<file path="config.mk">
export PLATFORM = sky130hd
export DESIGN_NAME = rsf_top
export DESIGN_NICKNAME = d
export VERILOG_FILES = /design/src/hw/rsf_sync.v /design/src/hw/rsf_top.v
export VERILOG_INCLUDE_DIRS = /design/src /design/src/shared
export SDC_FILE = /design/constraint.sdc
export NUM_CORES = 1
export LEC_CHECK = 0
export ABC_AREA = 1
export BUFFER_PORTS_ARGS = -buffer_cell sky130_fd_sc_hd__buf_2
export CAP_MARGIN = 30
export CORE_ASPECT_RATIO = 1.1
export CORE_MARGIN = 8
export CORE_UTILIZATION = 40
export CTS_CLUSTER_SIZE = 14
export DETAILED_ROUTE_END_ITERATION = 6
export PLACE_DENSITY = 0.63
export SLEW_MARGIN = 30
export SYNTH_ARGS = -nofsm -noshare
export SYNTH_HDL_FRONTEND = slang
export SYNTH_HIERARCHICAL = 1
export SYNTH_SLANG_ARGS = --single-unit
export TNS_END_PERCENT = 50
</file>
<file path="constraint.sdc">
create_clock -name clock -period 2.15 [get_ports clock]
set_input_delay 0.43 -clock clock [delete_from_list [all_inputs] [get_ports clock]]
set_output_delay 0.43 -clock clock [all_outputs]
set_load 0.005 [all_outputs]
</file>
<file path="src/shared/rsf_defs.vh">
// constants for the reset cause and enable register block
`ifndef RSF_DEFS_VH
`define RSF_DEFS_VH
`define RSF_ADDR        8'hef
`define RSF_BIT_USB     7
`define RSF_BIT_FLASH   6
`define RSF_BIT_CMP     5
`define RSF_BIT_SOFT    4
`define RSF_BIT_WDOG    3
`define RSF_BIT_CLKLOSS 2
`define RSF_BIT_POR     1
`define RSF_BIT_PIN     0
`define RSF_WDOG_DIV    12
`define RSF_RST_HOLD    4
`endif

</file>
<file path="src/hw/rsf_sync.v">
// two flip-flop synchroniser for a vector of pin inputs
`timescale 1ns/10ps
`default_nettype none
module rsf_sync #(
    parameter W = 1
) (
    // clock and reset
    input  wire         clock,
    input  wire         rst,
    // data
    input  wire [W-1:0] din,
    output reg  [W-1:0] dout
);
    reg [W-1:0] meta_r;

    // first stage feeds second stage only
    always @(posedge clock or posedge rst) begin
        if (rst) begin
            meta_r <= {W{1'b0}};
            dout   <= {W{1'b0}};
        end else begin
            meta_r <= din;
            dout   <= meta_r;
        end
    end
endmodule // rsf_sync
`default_nettype wire

</file>
<file path="src/hw/rsf_top.v">
// reset cause capture, reset source enables and system reset request
`timescale 1ns/10ps
`default_nettype none
`include "rsf_defs.vh"
module rsf_top #(
    parameter HOLD = `RSF_RST_HOLD
) (
    // clock and reset (rst = power-on / supply monitor reset)
    input  wire       clock,
    input  wire       rst,
    // special-function register port
    input  wire [7:0] sfr_addr,
    input  wire [7:0] sfr_wdata,
    input  wire       sfr_wr,
    input  wire       sfr_rd,
    output reg  [7:0] sfr_rdata,
    // asynchronous reset sources
    input  wire       ext_pin_n,
    input  wire       usb_bus_reset,
    input  wire       vbus_level,
    input  wire       cmp0_out,
    input  wire       clock_loss_detector,
    input  wire       supply_low,
    // synchronous reset sources
    input  wire       wdog_overflow,
    input  wire       flash_fault,
    // enable the supply monitor separately kept elsewhere
    // system outputs
    output reg        sys_reset,
    output reg        clock_loss_en,
    output reg        supply_reset_en,
    output reg        wdog_enable,
    output reg        wdog_tick
);
    // ==========================================================
    // synchronised pins
    // ==========================================================
    wire [5:0] s;
    rsf_sync #(.W(6)) u_sync (
        .clock (clock),
        .rst   (rst),
        .din   ({~ext_pin_n, usb_bus_reset, vbus_level, ~cmp0_out,
                 clock_loss_detector, supply_low}),
        .dout  (s)
    );
    wire pin_s  = s[5];
    wire usb_s  = s[4];
    wire vbus_s = s[3];
    wire cmpl_s = s[2];
    wire mcd_s  = s[1];
    wire sup_s  = s[0];

    // ==========================================================
    // state and constants
    // ==========================================================
    // reset sequencer states
    localparam ST_IDLE = 1'b0;   // sources watched, writes taken
    localparam ST_HOLD = 1'b1;   // internal reset being stretched

    // last count of the watchdog clock divider
    localparam integer DIV_LAST = `RSF_WDOG_DIV - 1;

    reg       state_r;
    reg       vbus_d_r;
    reg       usb_en_r;
    reg       cmp_en_r;
    reg [7:0] flags_r;
    reg [7:0] cause_r;
    reg [3:0] hold_r;
    reg [3:0] div_r;

    // ==========================================================
    // helper functions
    // ==========================================================
    // register decode, shared by the read and write paths
    function addr_match;
        input [7:0] addr;
        begin
            addr_match = (addr == `RSF_ADDR);
        end
    endfunction

    // divider end of count, shared by wrap and tick
    function div_wrap;
        input [3:0] cnt;
        begin
            div_wrap = (cnt == DIV_LAST[3:0]);
        end
    endfunction

    // ==========================================================
    // register hits
    // ==========================================================
    // reset in progress, writes are refused meanwhile
    wire busy = (state_r == ST_HOLD);

    // register reached whatever page is selected
    wire wr_hit = sfr_wr && addr_match(sfr_addr);
    wire rd_hit = sfr_rd && addr_match(sfr_addr);

    // ==========================================================
    // cause detection
    // ==========================================================
    // detect causes in priority order, one cause per reset
    reg [7:0] cause_nxt;
    always @* begin
        cause_nxt = 8'h00;
        if (sup_s && supply_reset_en)
            cause_nxt[`RSF_BIT_POR] = 1'b1;
        else if (pin_s)
            cause_nxt[`RSF_BIT_PIN] = 1'b1;
        else if (mcd_s && clock_loss_en)
            cause_nxt[`RSF_BIT_CLKLOSS] = 1'b1;
        else if (usb_en_r && (usb_s || (vbus_s != vbus_d_r)))
            cause_nxt[`RSF_BIT_USB] = 1'b1;
        else if (cmpl_s && cmp_en_r)
            cause_nxt[`RSF_BIT_CMP] = 1'b1;
        else if (flash_fault)
            cause_nxt[`RSF_BIT_FLASH] = 1'b1;
        else if (wdog_overflow)
            cause_nxt[`RSF_BIT_WDOG] = 1'b1;
        else if (wr_hit && sfr_wdata[`RSF_BIT_SOFT])
            cause_nxt[`RSF_BIT_SOFT] = 1'b1;
    end

    // ==========================================================
    // reset sequencer
    // ==========================================================
    // write taken only when idle and no cause is pending
    wire take_wr   = !busy && (cause_nxt == 8'h00) && wr_hit;
    // last cycle of an internal reset
    wire hold_done = busy && (hold_r == 4'h0);

    // previous bus-supply level, any change is an edge
    always @(posedge clock or posedge rst) begin
        if (rst)
            vbus_d_r <= 1'b0;
        else
            vbus_d_r <= vbus_s;
    end

    // cause capture and reset pulse
    always @(posedge clock or posedge rst) begin
        if (rst) begin
            state_r   <= ST_IDLE;
            flags_r   <= 8'h02;
            cause_r   <= 8'h00;
            hold_r    <= 4'h0;
            sys_reset <= 1'b0;
        end else begin
            case (state_r)
                ST_IDLE: begin
                    if (cause_nxt != 8'h00) begin
                        state_r   <= ST_HOLD;
                        sys_reset <= 1'b1;
                        hold_r    <= HOLD[3:0];
                        cause_r   <= cause_nxt;
                    end
                end
                ST_HOLD: begin
                    if (hold_r == 4'h0) begin
                        state_r   <= ST_IDLE;
                        sys_reset <= 1'b0;
                        flags_r   <= cause_r;
                    end else begin
                        hold_r <= hold_r - 4'h1;
                    end
                end
                default: begin
                    state_r   <= ST_IDLE;
                    sys_reset <= 1'b0;
                end
            endcase
        end
    end

    // ==========================================================
    // reset source enables
    // ==========================================================
    // enables cleared by every internal reset except supply
    always @(posedge clock or posedge rst) begin
        if (rst) begin
            usb_en_r        <= 1'b0;
            cmp_en_r        <= 1'b0;
            clock_loss_en   <= 1'b0;
            supply_reset_en <= 1'b1;
        end else if (hold_done) begin
            // a reset from any source drops the optional enables
            usb_en_r      <= 1'b0;
            cmp_en_r      <= 1'b0;
            clock_loss_en <= 1'b0;
        end else if (take_wr) begin
            usb_en_r        <= sfr_wdata[`RSF_BIT_USB];
            cmp_en_r        <= sfr_wdata[`RSF_BIT_CMP];
            clock_loss_en   <= sfr_wdata[`RSF_BIT_CLKLOSS];
            supply_reset_en <= sfr_wdata[`RSF_BIT_POR];
        end
    end

    // ==========================================================
    // read data
    // ==========================================================
    // read data shows cause flags, not enables
    always @(posedge clock or posedge rst) begin
        if (rst)
            sfr_rdata <= 8'h00;
        else if (rd_hit)
            sfr_rdata <= flags_r;
        else
            sfr_rdata <= 8'h00;
    end

    // ==========================================================
    // watchdog clocking
    // ==========================================================
    // watchdog enabled after every reset, tick at clock over twelve
    always @(posedge clock or posedge rst) begin
        if (rst) begin
            div_r       <= 4'h0;
            wdog_enable <= 1'b1;
            wdog_tick   <= 1'b0;
        end else begin
            if (busy)
                wdog_enable <= 1'b1;
            if (busy || div_wrap(div_r))
                div_r <= 4'h0;
            else
                div_r <= div_r + 4'h1;
            wdog_tick <= !busy && div_wrap(div_r);
        end
    end
endmodule // rsf_top
`default_nettype wire

</file>
==> flow_summary.yaml <==
placed_design:
  dpl_cell_area_mm2: 0.00229
  hpwl_um: 2690
  place_inst: 307
  numPortBuffers: 36
  place_congestion: 0.775
floorplan:
  rows: 27
  core-area_mm2: 0.00500
  dieArea_mm2: 0.00773
  start_util_pct: 41.3
  die_y_um: 91.4
  ios: 41
  fp.dieW_um: 84.5
final_layout:
  final_cells: 315
  nNetsFinal: 287
  area_delta_synth_final_pct: 15.3
  utilization_pct: 47.6
  antennaDiodeCount: 0
  final_cell_area_mm2: 0.00238
  drive_above_1_share_pct: 21.0
logic_synthesis:
  synth_common_cells: "51 x nand2_1, 50 x dfrtp_1, 29 x inv_1, 21 x nand3_1, 21 x nor2_1"
  netlist_top_cells_area: "dfrtp_1 61%, nand2_1 9.3%, inv_1 5.3%, nand3_1 5.1%, nor2_1 3.8%"
  synth_cell_types: 23
  synth_warnings: 6
  synthDominantCellAreaShare_pct: 60.5
  yosysSeqAreaShare_pct: 63.1
  avgSynthCellArea_um2: 9.57
  yosysTopAreaCell: "dfrtp_1"
  syn_nets: 247
  synth_most_common_cell: "nand2_1"
  syn_area_mm2: 0.00207
  synth-seq-cells: 52
  synth-edff-count: 0
  ys.flop_type: "dfrtp_1"
  synthCells: 216
  synth_async_sr_flop_share_pct: 100
global_route:
  antenna_found_initial: 0
  grt_max_degree: 41
  overflow: 0
  groute.usage.overall_pct: 9.98
  grt_pass1_vias: 1506
  grt_pass1_wl_um: 6280
sta:
  setup_tns_ns: 0
  finalMaxSlewViolations: 0
  final-hold-violation-count: 0
  skew_ns: 0.00712
  setup_viol: 0
  timing.final.crit_share_pct: 79.2
  rsz0062_at_grt: "false"
  max_freq_ghz: 0.587
  min_period_ns: 1.70
pwr:
  peakVddDrop_mv: 0.553
  p_per_area_mw_per_mm2: 925
  fin_total_pwr_w: 0.00220
  leakage_nw: 1.26
cts:
  clk_latency_ns: 0.30
  clkTransAtPathRegs_ns: 0.08
  clock_sinks: 52
  cts_setup_buffers: 0
  cts_buffer_depth: 2
  cts_hold_buf: 0
  cts-htree-levels: 2
  clock-root-buffer: "clkbuf_8"
  post_cts_resized: 0
  cts_buffers: 5
  cts_tree: "built"
routing:
  drt_iter0_drc: 57
  route.detailed.drc: 0
  dr.pass1.iters: 4
  antenna_left: 0
  wl_per_cell_um: 11.3
  vias_per_cell: 4.51
  wl_um: 3560
  num_vias: 1422
hold_path:
  worstHoldPathType: "in -> async"
setup_path:
  cp.arrival_ns: 1.89
  startpoint_type: "register"
  cp_max_fo: 22
  end_kind: "register"
  critical_path_class: "reg -> reg"
  critPathRequiredTime_ns: 2.34
  ff2ff_setup_slack_ns: 0.45
run:
  cap_viol_max_count: 0
run_status:
  outcome: "complete, no violations"
-- metrics by stage --
step                      setup WS, ns  hold WS, ns
after floorplan                  0.709        0.295
after global placement           0.467        0.331
after detailed placement         0.440        0.336
after CTS                        0.431        0.132
after global routing             0.268        0.167
final                            0.447        0.124
-- report_power, final --
part / total (W) / internal, W / leakage [nW] / switching, W
clock network: 0.000550 / 0.000263 / 0.0455 / 0.000287
registers: 0.00119 / 0.00110 / 0.669 / 0.0000862
logic: 0.000463 / 0.000171 / 0.550 / 0.000292
total: 0.00220 / 0.00154 / 1.26 / 0.000666
-- final timing paths --
check                                      start               end  cells after the start
worst max-delay path             supply_reset_en         hold_r[3]                     11
worst min-delay path                         rst    u_sync/dout[2]                      2
worst max register to register   supply_reset_en         hold_r[3]                     11
worst min register to register  u_sync/meta_r[1]    u_sync/dout[1]                      0
max in group asynchronous                    rst   supply_reset_en                      3
min in group clock                    vbus_level  u_sync/meta_r[3]                      1
-- sequential cells by signal (all words and copies together) (netlist names) --
| name | flops |
|---|---|
| clock_loss_en | 1 |
| cmp_en_r | 1 |
| supply_reset_en | 1 |
| hold_r | 4 |
| flags_r | 8 |
| div_r | 4 |
| u_sync/dout | 6 |
| vbus_d_r | 1 |
| sys_reset | 1 |
| sfr_rdata | 8 |
| cause_r | 8 |
| wdog_tick | 1 |
| busy | 1 |
| usb_en_r | 1 |
| u_sync/meta_r | 6 |
-- layout make-up --
class                           count  area, um2
Tap cell                           58       72.6
Multi-Input combinational cell    131        619
Timing Repair Buffer               37        188
Sequential cell                    52       1300
Fill cell                         472       2620
Inverter                           29        109
Clock buffer                        8       90.1
-- worst max-delay path: stages, from the launching register on --
cell	delay, ns
dfstp_2	0.55
nand2_2	0.09
nand2_1	0.07
nor2_1	0.05
nand3_1	0.09
nand2_1	0.07
nor2_2	0.13
nand2_2	0.09
nand2_4	0.19
nand2_1	0.13
nand2_1	0.08
nand2_1	0.04
-- layer usage --
metal | vias to the layer above | GRT usage [%] | part of all wire [%]
met5 | - | 0 | 0
met4 | 0 | 4.90 | 2.0
li1 | 747 | - | -
met3 | 8 | 3.51 | 6.0
met1 | 634 | 10.9 | 44
met2 | 33 | 16.9 | 48
-- kinds of logic after synthesis --
family	count (synthesis)	share of synthesized area [%]
flip-flops	52	63.1
AND/OR/NAND/NOR	106	22.5
adder cells (fa/ha/maj)	3	1.82
other	1	0.181
XOR/XNOR	2	0.848
buffers and inverters	33	6.96
AO/OA/AOI/OAI	19	4.60
-- cells in the final DEF (no fill, tap or decap), types with 3 or more instances in the layout --
cell      Yosys  layout
buf_2         1      36
clkbuf_8      0       6
dfrtp_1      50      50
ha_1          3       3
inv_1        29      29
nand2_1      51      51
nand3_1      21      21
nor2_1       21      21
nor3_1        3       3
o21ai_0       9       9
o21ai_1       8       8
or2_2         3       3
(Power assumes the default switching activity.)
